[config.mk]
export PLATFORM = sky130hd
export DESIGN_NAME = ext_mem_alu
export DESIGN_NICKNAME = d
export VERILOG_FILES = /design/src/inc/ext_alu_pkg.sv /design/src/rtl/ext_mem_alu.sv /design/src/rtl/ext_alu_adder.sv
export SDC_FILE = /design/constraint.sdc
export NUM_CORES = 1
export LEC_CHECK = 0
export BUFFER_PORTS_ARGS = -buffer_cell sky130_fd_sc_hd__clkbuf_2
export CAP_MARGIN = 20
export CORE_AREA = 4 4 68 70
export DETAILED_ROUTE_END_ITERATION = 10
export DIE_AREA = 0 0 72 74
export PLACE_DENSITY = 0.83
export SYNTH_ARGS = -nofsm -noshare
export SYNTH_HDL_FRONTEND = slang
export SYNTH_SLANG_ARGS = --single-unit
[constraint.sdc]
create_clock -name clk_i -period 10.2 [get_ports clk_i]
set_input_delay 1.53 -clock clk_i [delete_from_list [all_inputs] [get_ports clk_i]]
set_output_delay 1.53 -clock clk_i [all_outputs]
set_load 0.01 [all_outputs]
[src/inc/ext_alu_pkg.sv]
// constants and types for the extended data-memory ALU block
// assumes a core decoder that issues one operation per request pulse
//
// Operation
// - operands are reached by a full data-memory address, no bank select.
// - add with carry to acc: acc = acc + mem + c, five flags updated.
// - add with carry to mem: mem = acc + mem + c, five flags updated.
// - add to acc without carry-in, five flags updated.
// - add to mem without carry-in, five flags updated.
// - and to acc: acc = acc & mem, only zero flag changes.
// - and to mem: mem = acc & mem, only zero flag changes.
// - byte clear writes zero to memory, flags unchanged.
// - bit clear zeroes one selected bit, others kept, flags unchanged.
package ext_alu_pkg;

  localparam int DATA_W = 8;
  localparam int ADDR_W = 9;
  localparam int BIT_W  = 3;
  localparam int NIB_W  = 4;

  localparam logic [DATA_W-1:0] ACC_RST  = 8'h00;
  localparam logic [DATA_W-1:0] ZERO_BYTE = 8'h00;

  // status flag vector positions
  localparam int FLG_C  = 0;
  localparam int FLG_AC = 1;
  localparam int FLG_Z  = 2;
  localparam int FLG_OV = 3;
  localparam int FLG_SC = 4;
  localparam int FLG_W  = 5;
  localparam logic [FLG_W-1:0] FLG_RST = 5'h00;

  typedef enum logic [3:0] {
    ext_add_carry_to_acc   = 4'h0,
    ext_add_carry_to_mem   = 4'h1,
    ext_sum_to_acc         = 4'h2,
    ext_sum_to_mem         = 4'h3,
    ext_bitwise_and_to_acc = 4'h4,
    ext_bitwise_and_to_mem = 4'h5,
    ext_mem_clear          = 4'h6,
    ext_bit_clear          = 4'h7
  } op_t;

  typedef enum logic [1:0] {
    ST_IDLE  = 2'h0,
    ST_READ  = 2'h1,
    ST_EXEC  = 2'h3
  } state_t;

endpackage

[src/rtl/ext_mem_alu.sv]
// extended data-memory ALU: add, and, clear operations on any address
// assumes a synchronous data memory with one-cycle read latency
`timescale 1ns/10ps
module ext_mem_alu (
  input  wire logic                            clk_i,       // core clock
  input  wire logic                            nrst_i,      // async reset
  input  wire logic                            req_i,       // op request
  input  wire ext_alu_pkg::op_t                op_i,        // operation
  input  wire logic [ext_alu_pkg::ADDR_W-1:0]  addr_i,      // full address
  input  wire logic [ext_alu_pkg::BIT_W-1:0]   bit_sel_i,   // bit index
  output logic                                 busy_o,      // op running
  output logic                                 done_o,      // op finished
  output logic                                 mem_rd_o,    // mem read
  output logic                                 mem_wr_o,    // mem write
  output logic [ext_alu_pkg::ADDR_W-1:0]       mem_addr_o,  // mem address
  output logic [ext_alu_pkg::DATA_W-1:0]       mem_wdata_o, // write data
  input  wire logic [ext_alu_pkg::DATA_W-1:0]  mem_rdata_i, // read data
  output logic [ext_alu_pkg::DATA_W-1:0]       acc_o,       // accumulator
  output logic                                 carry_o,     // carry flag
  output logic                                 nibble_carry_flag_o, // half cy
  output logic                                 zero_o,      // zero flag
  output logic                                 signed_range_flag_o, // overflow
  output logic                                 signed_overflow_bit_o // sign
);

  // ----------------------------------------------------------------
  // state
  // ----------------------------------------------------------------
  ext_alu_pkg::state_t                  st_q, st_d;
  ext_alu_pkg::op_t                     op_q, op_d;
  logic [ext_alu_pkg::ADDR_W-1:0]       addr_q, addr_d;
  logic [ext_alu_pkg::BIT_W-1:0]        bit_q, bit_d;
  logic [ext_alu_pkg::DATA_W-1:0]       acc_q, acc_d;
  logic [ext_alu_pkg::DATA_W-1:0]       wdata_q, wdata_d;
  logic [ext_alu_pkg::FLG_W-1:0]        flg_q, flg_d;
  logic                                 wr_q, wr_d;
  logic                                 done_q, done_d;

  logic [ext_alu_pkg::DATA_W-1:0]       sum, res;
  logic                                 c_add, ac_add, ov_add, sc_add;
  logic                                 use_cin, to_acc;
  logic                                 take;
  logic [ext_alu_pkg::DATA_W-1:0]       keep_mask;

  // ----------------------------------------------------------------
  // request acceptance
  // ----------------------------------------------------------------
  // a request while busy is dropped without notice
  assign take = req_i && (st_q == ext_alu_pkg::ST_IDLE);

  // ----------------------------------------------------------------
  // operation decode
  // ----------------------------------------------------------------
  always_comb begin
    use_cin = 1'b0;
    to_acc  = 1'b0;
    case (op_q)
      ext_alu_pkg::ext_add_carry_to_acc: begin
        use_cin = 1'b1;
        to_acc  = 1'b1;
      end
      ext_alu_pkg::ext_add_carry_to_mem: begin
        use_cin = 1'b1;
      end
      ext_alu_pkg::ext_sum_to_acc,
      ext_alu_pkg::ext_bitwise_and_to_acc: begin
        to_acc = 1'b1;
      end
      default: begin
        to_acc = 1'b0;
      end
    endcase
  end

  // ----------------------------------------------------------------
  // bit clear mask
  // ----------------------------------------------------------------
  // single zero bit
  for (genvar i = 0; i < ext_alu_pkg::DATA_W; i++) begin : g_keep
    assign keep_mask[i] = (int'(bit_q) != i);
  end

  // ----------------------------------------------------------------
  // adder
  // ----------------------------------------------------------------
  // carry-in only for the add-with-carry ops; the flag fed in is the one before this op

  ext_alu_adder u_add (
    .a_i   (acc_q),
    .b_i   (mem_rdata_i),
    .cin_i (use_cin & flg_q[ext_alu_pkg::FLG_C]),
    .sum_o (sum),
    .c_o   (c_add),
    .ac_o  (ac_add),
    .ov_o  (ov_add),
    .sc_o  (sc_add)
  );

  // ----------------------------------------------------------------
  // next state
  // ----------------------------------------------------------------
  always_comb begin
    st_d    = st_q;
    op_d    = op_q;
    addr_d  = addr_q;
    bit_d   = bit_q;
    acc_d   = acc_q;
    wdata_d = wdata_q;
    flg_d   = flg_q;
    wr_d    = 1'b0;
    done_d  = 1'b0;
    res     = ext_alu_pkg::ZERO_BYTE;
    case (st_q)
      ext_alu_pkg::ST_IDLE: begin
        if (take) begin
          op_d   = op_i;
          addr_d = addr_i;
          bit_d  = bit_sel_i;
          st_d   = ext_alu_pkg::ST_READ;
        end
      end
      ext_alu_pkg::ST_READ: begin
        st_d = ext_alu_pkg::ST_EXEC;
      end
      ext_alu_pkg::ST_EXEC: begin
        st_d   = ext_alu_pkg::ST_IDLE;
        done_d = 1'b1;
        case (op_q)
          ext_alu_pkg::ext_add_carry_to_acc,
          ext_alu_pkg::ext_add_carry_to_mem,
          ext_alu_pkg::ext_sum_to_acc,
          ext_alu_pkg::ext_sum_to_mem: begin
            res = sum;
            flg_d[ext_alu_pkg::FLG_C]  = c_add;
            flg_d[ext_alu_pkg::FLG_AC] = ac_add;
            flg_d[ext_alu_pkg::FLG_OV] = ov_add;
            flg_d[ext_alu_pkg::FLG_SC] = sc_add;
            flg_d[ext_alu_pkg::FLG_Z]  = (sum == ext_alu_pkg::ZERO_BYTE);
          end
          ext_alu_pkg::ext_bitwise_and_to_acc,
          ext_alu_pkg::ext_bitwise_and_to_mem: begin
            res = acc_q & mem_rdata_i;
            flg_d[ext_alu_pkg::FLG_Z] = (res == ext_alu_pkg::ZERO_BYTE);
          end
          ext_alu_pkg::ext_mem_clear: begin
            res = ext_alu_pkg::ZERO_BYTE;
          end
          ext_alu_pkg::ext_bit_clear: begin
            res = mem_rdata_i & keep_mask;
          end
          default: begin
            res = mem_rdata_i;
          end
        endcase
        if (to_acc) begin
          acc_d = res;
        end else begin
          wr_d    = 1'b1;
          wdata_d = res;
        end
      end
      default: begin
        st_d = ext_alu_pkg::ST_IDLE;
      end
    endcase
  end

  always_ff @(posedge clk_i or negedge nrst_i) begin
    if (!nrst_i) begin
      st_q    <= ext_alu_pkg::ST_IDLE;
      op_q    <= ext_alu_pkg::ext_sum_to_acc;
      addr_q  <= '0;
      bit_q   <= '0;
      acc_q   <= ext_alu_pkg::ACC_RST;
      wdata_q <= ext_alu_pkg::ZERO_BYTE;
      flg_q   <= ext_alu_pkg::FLG_RST;
      wr_q    <= 1'b0;
      done_q  <= 1'b0;
    end else begin
      st_q    <= st_d;
      op_q    <= op_d;
      addr_q  <= addr_d;
      bit_q   <= bit_d;
      acc_q   <= acc_d;
      wdata_q <= wdata_d;
      flg_q   <= flg_d;
      wr_q    <= wr_d;
      done_q  <= done_d;
    end
  end

  // ----------------------------------------------------------------
  // outputs
  // ----------------------------------------------------------------
  assign busy_o                = (st_q != ext_alu_pkg::ST_IDLE);
  assign done_o                = done_q;
  assign mem_rd_o              = (st_q == ext_alu_pkg::ST_READ);
  assign mem_wr_o              = wr_q;
  assign mem_addr_o            = addr_q;
  assign mem_wdata_o           = wdata_q;
  assign acc_o                 = acc_q;

  // ----------------------------------------------------------------
  // status flags
  // ----------------------------------------------------------------
  // flags straight from registers
  assign carry_o               = flg_q[ext_alu_pkg::FLG_C];
  assign nibble_carry_flag_o   = flg_q[ext_alu_pkg::FLG_AC];
  assign zero_o                = flg_q[ext_alu_pkg::FLG_Z];
  assign signed_range_flag_o   = flg_q[ext_alu_pkg::FLG_OV];
  assign signed_overflow_bit_o = flg_q[ext_alu_pkg::FLG_SC];

endmodule

[src/rtl/ext_alu_adder.sv]
// 8-bit adder with nibble carry, carry and signed flags
// assumes purely combinational use by the extended ALU top
`timescale 1ns/10ps
module ext_alu_adder (
  input  wire logic [7:0] a_i,    // accumulator operand
  input  wire logic [7:0] b_i,    // memory operand
  input  wire logic       cin_i,  // carry in
  output logic      [7:0] sum_o,  // sum
  output logic            c_o,    // carry out of bit 7
  output logic            ac_o,   // carry out of bit 3
  output logic            ov_o,   // two's complement overflow
  output logic            sc_o    // signed result sign bit
);

  logic [4:0] lo;
  logic [3:0] hi6;
  logic [1:0] top;

  always_comb begin
    lo    = {1'b0, a_i[3:0]} + {1'b0, b_i[3:0]} + {4'h0, cin_i};
    hi6   = {1'b0, a_i[6:4]} + {1'b0, b_i[6:4]} + {3'h0, lo[4]};
    top   = {1'b0, a_i[7]} + {1'b0, b_i[7]} + {1'b0, hi6[3]};
    sum_o = {top[0], hi6[2:0], lo[3:0]};
    c_o   = top[1];
    ac_o  = lo[4];
    ov_o  = top[1] ^ hi6[3];
    sc_o  = top[0] ^ ov_o;
  end

endmodule

Word-level counts from Yosys, hierarchy flattened
Cells that the tools add are included.
- flip-flop bits (word level): 41
- output and inout bits: 34
- memories kept: 0
- logic and storage cells: 65
- bits in latches: 0
- memory bits (writable): 0
- memory bits (read-only): 0
- input bits: 27
- eq/ne operators: 17
- divide/modulo/power cells: 0
- mux-type cells: 9
- reductions and logical operators: 17
- add/subtract/negate cells: 6
- $lt $le $gt $ge: 0
- shift operators: 0
- bitwise logic cells: 6
- multipliers: 0
- operator list (cell ; number):
    case mux 8 bit (4 select lines) ; 1
    AND 8 bit ; 2
    == test 4 x 3 -> 1 bit, second input constant ; 4
    zero test 8 bit ; 2
    inequality test 3 bit, second input constant ; 4
    AND reduction 2 bit ; 5
    == test 4 x 2 -> 1 bit, second input constant ; 2
    inequality test 3 x 2 -> 1 bit, second input constant ; 2
    adder 4 x 4 -> 5 bit ; 1
    adder 5 x 1 -> 5 bit ; 1
    2-to-1 mux 1 bit ; 5
    adder 3 x 3 -> 4 bit ; 1
    adder 4 x 1 -> 4 bit ; 1
    == test 4 x 1 -> 1 bit, second input constant ; 1
    zero test 4 bit ; 1
    case mux 2 bit (2 select lines) ; 1
    nonzero test 2 bit ; 2
    OR reduction 2 bit ; 2
    OR reduction 4 bit ; 1
    inequality test 3 x 1 -> 1 bit, second input constant ; 1
    nonzero test 3 bit ; 1
    OR reduction 3 bit ; 1
    adder 1 x 1 -> 2 bit ; 1
    adder 2 x 1 -> 2 bit ; 1
    other kinds (10) ; 11

Logic depth before layout (Yosys ltp)
Gate-level depths: netlist of run 1.
- depth in word-level cells: 9
- depth in mapped cells: 15
- depth with buffers taken out: 14

Cells and area by module
A second synthesis of run 1 with hierarchy kept.
- cells, all modules: 177
- area, all modules: 2190.9 µm²
- modules (own cells, without submodules) (module ; times used ; area an instance (µm²) ; sequential area each (µm²) ; cells an instance):
    ext_mem_alu ; 1 ; 1874.3 ; 1027.2 ; 141
    ext_alu_adder ; 1 ; 316.6 ; 0.0 ; 36

Worst setup path before layout of run 1
OpenSTA, ideal clock, no wires.
- kind: in2reg
- start point: input mem_rdata_i[0] in the netlist's numbering
- end point: register wdata_q (netlist bit mem_wdata_o[7])
- data arrival time: 4.098 ns
- buffers on the path: 0
- setup slack: 5.977 ns
- library setup time: 0.125 ns
- required time: 10.075 ns
- stages: 13
- cell sequence: inv_1 -> fa_1 -> fa_1 -> nor2b_1 -> o21ai_0 -> nand2b_1 -> fa_1 -> a21o_1 -> a21o_1 -> fa_1 -> a32oi_1 -> o22ai_1 -> mux2_2
- word-level cells in the longest chain between the ends: 5
- ends and longest elaborated chain (element ; RTL line ; RTL):
    from (decl) ; ext_mem_alu.sv:17 ; input wire logic [ext_alu_pkg::DATA_W-1:0] mem_rdata_i,
    adder 4 x 4 -> 5 bit ; ext_alu_adder.sv:20 ; lo = {1'b0, a_i[3:0]} + {1'b0, b_i[3:0]} + {4'h0, cin_i};
    adder 5 x 1 -> 5 bit ; ext_alu_adder.sv:20 ;
    via ac_add ; ext_mem_alu.sv:40 ; logic c_add, ac_add, ov_add, sc_add;
    adder 4 x 1 -> 4 bit ; ext_alu_adder.sv:21 ; hi6 = {1'b0, a_i[6:4]} + {1'b0, b_i[6:4]} + {3'h0, lo[4]};
    adder 2 x 1 -> 2 bit ; ext_alu_adder.sv:22 ; top = {1'b0, a_i[7]} + {1'b0, b_i[7]} + {1'b0, hi6[3]};
    case mux 8 bit (4 select lines) ; ext_mem_alu.sv:128 ; case (op_q)
    to (signal assigned) ; ext_mem_alu.sv:175 ; wdata_q <= ext_alu_pkg::ZERO_BYTE;
    to (signal assigned) ; ext_mem_alu.sv:185 ; wdata_q <= wdata_d;
    to (decl) ; ext_mem_alu.sv:34 ; logic [ext_alu_pkg::DATA_W-1:0] wdata_q, wdata_d;
The timed path passes the listed nets, and every way through them passes these cells.
A chain may end at the register's enable or synchronous reset.

Final worst setup path of run 1
Same ends and word-level chain as after synthesis.

==> results of run 1 <==
==> metal layers <==
metal,global-route usage,routed length (µm),up-vias
li1,-,-,798
met1,0.277,2120,809
met2,0.329,2340,63
met3,0.0554,373,12
met4,0.0814,121,0
met5,0,0,-
==> stage by stage <==
step                std cells  setup WS (ns)  area [µm²]  hold slack, ns
floorplan                 185           5.98        2190           0.479
global placement          290           5.68        2520           0.460
detailed placement        290           5.61        2520           0.470
CTS                       298           5.91        2640           0.488
global route              299           5.64        2670           0.505
finish                    299           5.90        2670           0.482
==> sequential cells by signal, indices dropped and copies added, names as in the netlist <==
signal	count
mem_addr_o	9
acc_o	8
mem_wdata_o	8
flg_q	5
op_q	4
bit_q	3
st_q	2
done_o	1
mem_wr_o	1
==> Yosys cell counts, drive strengths merged <==
cell type | instances | share of area
nand4 | 1 | 0.0029
nor3b | 1 | 0.0034
or2 | 1 | 0.0029
nor4 | 1 | 0.0029
nor2b | 2 | 0.0057
or4 | 1 | 0.0034
a211oi | 2 | 0.0069
and4 | 2 | 0.0080
dfstp | 1 | 0.012
and2b | 2 | 0.0080
xnor2 | 2 | 0.0080
a2111oi | 1 | 0.013
o31ai | 3 | 0.010
o221ai | 1 | 0.0040
nand2 | 9 | 0.017
dfrtp | 40 | 0.46
a22oi | 2 | 0.0069
ha | 7 | 0.040
nor2 | 10 | 0.019
a21o | 2 | 0.0069
o22ai | 5 | 0.014
nand3 | 2 | 0.0046
o21ai | 10 | 0.023
o211a | 1 | 0.0046
xor2 | 2 | 0.0080
nor4bb | 1 | 0.0046
a31oi | 3 | 0.0086
a21oi | 6 | 0.014
nand2b | 4 | 0.011
nor3 | 3 | 0.0069
a32oi | 2 | 0.0080
mux2 | 31 | 0.16
inv | 10 | 0.017
o41ai | 1 | 0.0040
buf | 5 | 0.013
fa | 6 | 0.055
nand3b | 2 | 0.0069
==> power by group <==
part / switching, W / internal (W) / total, W
clock: 0.0000552 / 0.0000798 / 0.000135
sequential: 0.0000887 / 0.000242 / 0.000331
combinational: 0.000207 / 0.000197 / 0.000404
==> cell families after synthesis <==
kind of cell / count (synthesis)
xor gates and xnor gates: 4
DFF: 41
muxes: 31
adders and majority gates: 13
buffers and inverters: 15
and+or+nand+nor: 42
AOI/OAI and AO/OA: 39
==> tightest hold or removal path, delay by kind of cell (launching register included) <==
family / cells / cell delay, ns
compound gates: 1 / 0.06
flops: 1 / 0.35
simple gates: 1 / 0.05
==> area by class of cell <==
cell class              count  area (µm²)
well taps                  50        62.6
multi-input cells         129        1100
flip-flops and latches     41        1030
repair buffers             61         328
clock inverters             1        30.0
fillers                   316        1300
clock buffers               7        86.3
inverters                  10        37.5
==> final timing paths <==
path	slack, ns	from	end	depth (start not counted)
max	5.90	mem_rdata_i[0]	mem_wdata_o[7]$_DFFE_PN0P_	14
min	0.48	flg_q[4]$_DFFE_PN0P_	flg_q[4]$_DFFE_PN0P_	2
min reg2reg	0.48	flg_q[4]$_DFFE_PN0P_	flg_q[4]$_DFFE_PN0P_	2
min in group asynchronous	1.20	nrst_i	mem_wdata_o[3]$_DFFE_PN0P_	1
max reg2reg	6.04	op_q[3]$_DFFE_PN0P_	mem_wdata_o[7]$_DFFE_PN0P_	14
max in group asynchronous	8.42	nrst_i	op_q[1]$_DFFE_PN1P_	2
==> impl_metrics.tcl, run 1 <==
set metrics [dict create \
    gr-usage-all-layers 0.208 \
    cts_post_setup_buffers_inserted 0 \
    arrival_ns 4.48 \
    skew_ns 0.0110 \
    syn_area_mm2 0.00219 \
    cpLargestDelayFamily "adder cells" \
    worst_path_max_delay_cell "sky130_fd_sc_hd__fa_1" \
    core_mm2 0.00397 \
    initial_utilization 0.551 \
    synth-seq-area-share 0.469 \
    setup_violations 0 \
    cp_common_cell "sky130_fd_sc_hd__fa_1" \
    status "finished clean" \
    remaining_drc_errors 0 \
    main_combinational_cell_family_by_area_after_synthesis "multiplexers" \
    detail_route.first_pass.iterations 4 \
    most_common_cell_after_layout_fill_and_taps_aside "sky130_fd_sc_hd__clkbuf_2" \
    setup-tns-final_ns 0 \
    finalPower_w 0.000870 \
    fin_crit_sh 0.421 \
    cts-htree-levels 2 \
    grt_first_pass_wirelength_mm 8.38 \
    antenna_violations_before_repair 0 \
    flip_flop_and_latch_count_after_synthesis 41 \
    finalWorstPathRequiredPeriod_ns 4.30 \
    timing.critical_path.buf_inv 2 \
    worstSkewPairLatency_ns 0.30 \
    cts.hold.buffers_added 0 \
    pin_count_of_the_biggest_net_entering_global_routing 42 \
    synth_area_in_compound_gates 0.123 \
    final_cell_mix "sky130_fd_sc_hd__clkbuf_2 (60), sky130_fd_sc_hd__dfrtp_1 (40), sky130_fd_sc_hd__mux2_2 (31), sky130_fd_sc_hd__o21ai_0 (10), sky130_fd_sc_hd__inv_1 (10)" \
    finalWirelength_mm 4.95 \
    worst_path_cell_trace "clkbuf_2 -> inv_1 -> fa_1 -> fa_1 -> nor2b_1 -> o21ai_0 -> nand2b_1 -> fa_1 -> a21o_1 -> a21o_1 -> fa_1 -> a32oi_1 -> o22ai_1 -> mux2_2" \
    cts.root.buffer_cell "sky130_fd_sc_hd__clkbuf_8" \
    max_slew_margin 0.457 \
    hold_viol_final 0 \
    synth_cell_type_count 40 \
    post_synth_and_or_nand_nor_area_fraction 0.107 \
    layout-drive-gt1-share 0.430 \
    finalWeightedCongestion 0.923 \
    layout.nets 288 \
    setup.worst_path.class "input pin to register" \
    cts_buffers 5 \
    cts_tree "built" \
    max_stage_delay_ns 0.47 \
    leakagePower_nw 1.26 \
    post_synth_mux_area_share 0.159 \
    flow.area_growth_from_synthesis_pct 21.9 \
    diode_count 0 \
    antenna_left 0 \
    die_w_um 72 \
    syn_inst 185 \
    cts_max_path_buffers 2 \
    cp.required_ns 10.39 \
    timing.critical_path.from_type "input pin" \
    timing.final.max_slew_violations 0 \
    worst_slew_pin_tran_ns 0.815 \
    synth_xor_area_frac 0.0160 \
    top_level_ports 61 \
    port_buffers 60 \
    fp.dieH_um 74 \
    sink_count 41 \
    yosys_warnings 0 \
    sort_of_element_at_the_end_of_the_critical_path "register" \
    rsz0062_at_grt "false" \
    grt.overflow.total 0 \
    worstPathMaxFanout 3 \
    power_density_mw_per_mm2 326 \
    synth_adder_area_share 0.0949 \
    number_of_vias_per_cell 5.63 \
    post_drt_wl_per_cell_um 16.6 \
    hold_path.class "register to register" \
    worst_setup_hold_path_clk_slew_ns 0.08 \
    post_synth.cell_area_avg_um2 11.8 \
    worst_ir_drop_vdd_uv 203 \
    place.detailed.hpwl_mm 3.79 \
    vias 1682 \
    cts_resized 0 \
    drt_first_iter_violations 109 \
    grt_pass1_vias 1772 \
    placementRows 23 \
    layout.core_utilization 0.672 \
    cap_viol_max_count 0 \
    dieArea_mm2 0.00533 \
    max_clock_freq_ghz 0.233 \
    synth_nets 225 \
]
Power figures use the tool's default switching activity.
==> run 2, diff against run 1 <==
--- a/config.mk
+++ b/config.mk
@@ -7,10 +7,10 @@
 export LEC_CHECK = 0
 export BUFFER_PORTS_ARGS = -buffer_cell sky130_fd_sc_hd__clkbuf_2
 export CAP_MARGIN = 20
-export CORE_AREA = 4 4 68 70
+export CORE_AREA = 4 4 74 76
 export DETAILED_ROUTE_END_ITERATION = 10
-export DIE_AREA = 0 0 72 74
-export PLACE_DENSITY = 0.83
+export DIE_AREA = 0 0 78 80
+export PLACE_DENSITY = 0.74
 export SYNTH_ARGS = -nofsm -noshare
 export SYNTH_HDL_FRONTEND = slang
 export SYNTH_SLANG_ARGS = --single-unit
==> constraint.sdc (replaced) <==
create_clock -name clk_i -period 3.64 [get_ports clk_i]
set_input_delay 0.546 -clock clk_i [delete_from_list [all_inputs] [get_ports clk_i]]
set_output_delay 0.546 -clock clk_i [all_outputs]
set_load 0.01 [all_outputs]
==> impl_metrics.tcl, run 2 (same netlist as run 1, synthesis figures left out) <==
set metrics [dict create \
    status "finished clean" \
    hold_viol_final 0 \
    antenna_left 0 \
    place.detailed.hpwl_mm 3.90 \
    worst_path_cell_trace "nor2_2 -> nand3b_1 -> fa_2 -> fa_1 -> nor2b_1 -> o21ai_0 -> nand2b_1 -> fa_2 -> a21o_1 -> a21o_1 -> fa_1 -> a32oi_1 -> o22ai_1 -> mux2_2" \
    worst_ir_drop_vdd_uv 377 \
    placementRows 25 \
    max_stage_delay_ns 0.45 \
    internal_power_summed_over_all_cells_w 0.00150 \
    port_buffers 60 \
    worstSkewPairLatency_ns 0.29 \
    worst_hold_slack_ns 0.133 \
    cts_tree "built" \
    setup.worst_path.class "register to register" \
    cts_buffers 5 \
    hold_path.class "input pin to asynchronous set/reset pin" \
    leakagePower_nw 1.28 \
    cts.root.buffer_cell "sky130_fd_sc_hd__clkbuf_8" \
    pin_count_of_the_biggest_net_entering_global_routing 42 \
    grt.overflow.total 0 \
    finalWorstPathRequiredPeriod_ns 3.48 \
    timing.critical_path.from_type "register" \
    vias 1690 \
    worst_slew_pin_tran_ns 0.838 \
    power.share.switching 0.404 \
    initial_utilization 0.464 \
    dp_cells 311 \
    layout-drive-gt1-share 0.461 \
    detail_route.first_pass.iterations 4 \
    sink_count 41 \
    worstPathMaxFanout 2 \
    worst_setup_hold_path_clk_slew_ns 0.08 \
    finalWirelength_mm 5.18 \
    arrival_ns 3.66 \
    worst_path_max_delay_cell "sky130_fd_sc_hd__fa_1" \
    timing.critical_path.buf_inv 0 \
    grt_first_pass_wirelength_mm 8.76 \
    core_mm2 0.00472 \
    cts_max_path_buffers 2 \
    setup_violations 0 \
    finalWeightedCongestion 0.932 \
    final_cell_mix "sky130_fd_sc_hd__clkbuf_2 (60), sky130_fd_sc_hd__dfrtp_1 (40), sky130_fd_sc_hd__mux2_2 (31), sky130_fd_sc_hd__o21ai_0 (10), sky130_fd_sc_hd__inv_1 (10)" \
    flow.area_growth_from_synthesis_pct 25.0 \
    number_of_vias_per_cell 5.26 \
    diode_count 0 \
    max_clock_freq_ghz 0.288 \
    cts-htree-levels 2 \
    fp.dieH_um 80 \
    cpLargestDelayFamily "adder cells" \
    power.share.sequential 0.342 \
    max_slew_margin 0.441 \
    cap_viol_max_count 0 \
    grt_pass1_vias 1747 \
    skew_ns 0.00545 \
    dieArea_mm2 0.00624 \
    top_level_ports 61 \
    final-instance-count-excl-fill 321 \
    max_reg_flops 9 \
    timing.final.max_slew_violations 0 \
    layout.nets 293 \
    power_density_mw_per_mm2 919 \
    clock_power_share 0.151 \
    drt_first_iter_violations 142 \
    gr-usage-all-layers 0.181 \
    setup-tns-final_ns 0 \
    post_drt_wl_per_cell_um 16.1 \
    portion_of_total_power_attributed_to_combinational_logic 0.507 \
    remaining_drc_errors 0 \
    cp.required_ns 3.83 \
    die_w_um 78 \
    power_switching_w 0.00102 \
    most_common_cell_after_layout_fill_and_taps_aside "sky130_fd_sc_hd__clkbuf_2" \
    antenna_violations_before_repair 0 \
    sort_of_element_at_the_end_of_the_critical_path "register" \
    fin_crit_sh 0.955 \
]
[run 2: changes by cell type in the layout (fill, tap and decap cells not counted), sizes merged]
cell,change
clkbuf,-1
buf,+5
clkinvlp,+1
[run 2: area by class of cell]
| class | count | area (µm²) |
|---|---|---|
| multi-input cells | 129 | 1110 |
| clock inverters | 2 | 37.5 |
| repair buffers | 66 | 358 |
| inverters | 10 | 37.5 |
| well taps | 67 | 83.8 |
| fillers | 401 | 1990 |
| flip-flops and latches | 41 | 1030 |
| clock buffers | 6 | 82.6 |
[run 2: what timing repair did]
| item | in CTS | in global routing |
|---|---|---|
| gates resized for setup | 0 | 4 |
| setup buffers | 0 | 1 |
| setup endpoints to repair | 0 | 3 |
| hold buffers | 0 | 0 |
[run 2: worst reg2reg max path: cells and delay by family, from the launching register on]
| kind | cells | cell delay [ns] |
|---|---|---|
| simple gates | 4 | 0.54 |
| mux | 1 | 0.31 |
| compound gates | 5 | 0.65 |
| fa+ha+maj | 4 | 1.47 |
| flops | 1 | 0.39 |
[run 2: path summary, 6_finish.rpt]
path	startpoint	end	slack (ns)	cells past startpoint
max in group asynchronous	nrst_i	op_q[1]$_DFFE_PN1P_	2.98	2
hold / removal	nrst_i	flg_q[4]$_DFFE_PN0P_	0.13	1
setup reg to reg	op_q[3]$_DFFE_PN0P_	acc_o[7]$_DFFE_PN0P_	0.16	14
min in group clk_i	addr_i[3]	mem_addr_o[3]$_DFFE_PN0P_	0.48	2
hold reg to reg	flg_q[3]$_DFFE_PN0P_	flg_q[3]$_DFFE_PN0P_	0.48	2
setup / recovery	op_q[3]$_DFFE_PN0P_	acc_o[7]$_DFFE_PN0P_	0.16	14
[run 2: per-layer routing]
metal	track usage	share of wire	wire [µm]	vias up
met1	0.244	0.46	2370	818
met4	0.0664	0.016	85	0
met2	0.283	0.47	2430	54
met3	0.0429	0.055	283	9
li1	-	-	-	809
met5	0	0	0	-
[run 2: power by group through the flow]
stage,logic [W],registers (W),clock network [W]
2_1_floorplan,0.000746,0.000920,0
3_3_place_gp,0.00122,0.000855,0
3_5_place_dp,0.00124,0.000864,0
4_1_cts,0.00124,0.000857,0.000391
5_1_grt,0.00140,0.000894,0.000412
6_report,0.00127,0.000860,0.000380
[run 2: metrics by stage]
| step | utilization | area, µm² | setup WS, ns | total power [W] |
|---|---|---|---|---|
| 2_1_floorplan | - | 2190 | 0.132 | 0.00167 |
| 3_3_place_gp | 0.545 | 2580 | 0.162 | 0.00208 |
| 3_5_place_dp | 0.545 | 2580 | -0.0429 | 0.00210 |
| 4_1_cts | 0.571 | 2700 | 0.0134 | 0.00249 |
| 5_1_grt | 0.580 | 2740 | -0.0327 | 0.00271 |
| 6_report | 0.580 | 2740 | 0.163 | 0.00251 |
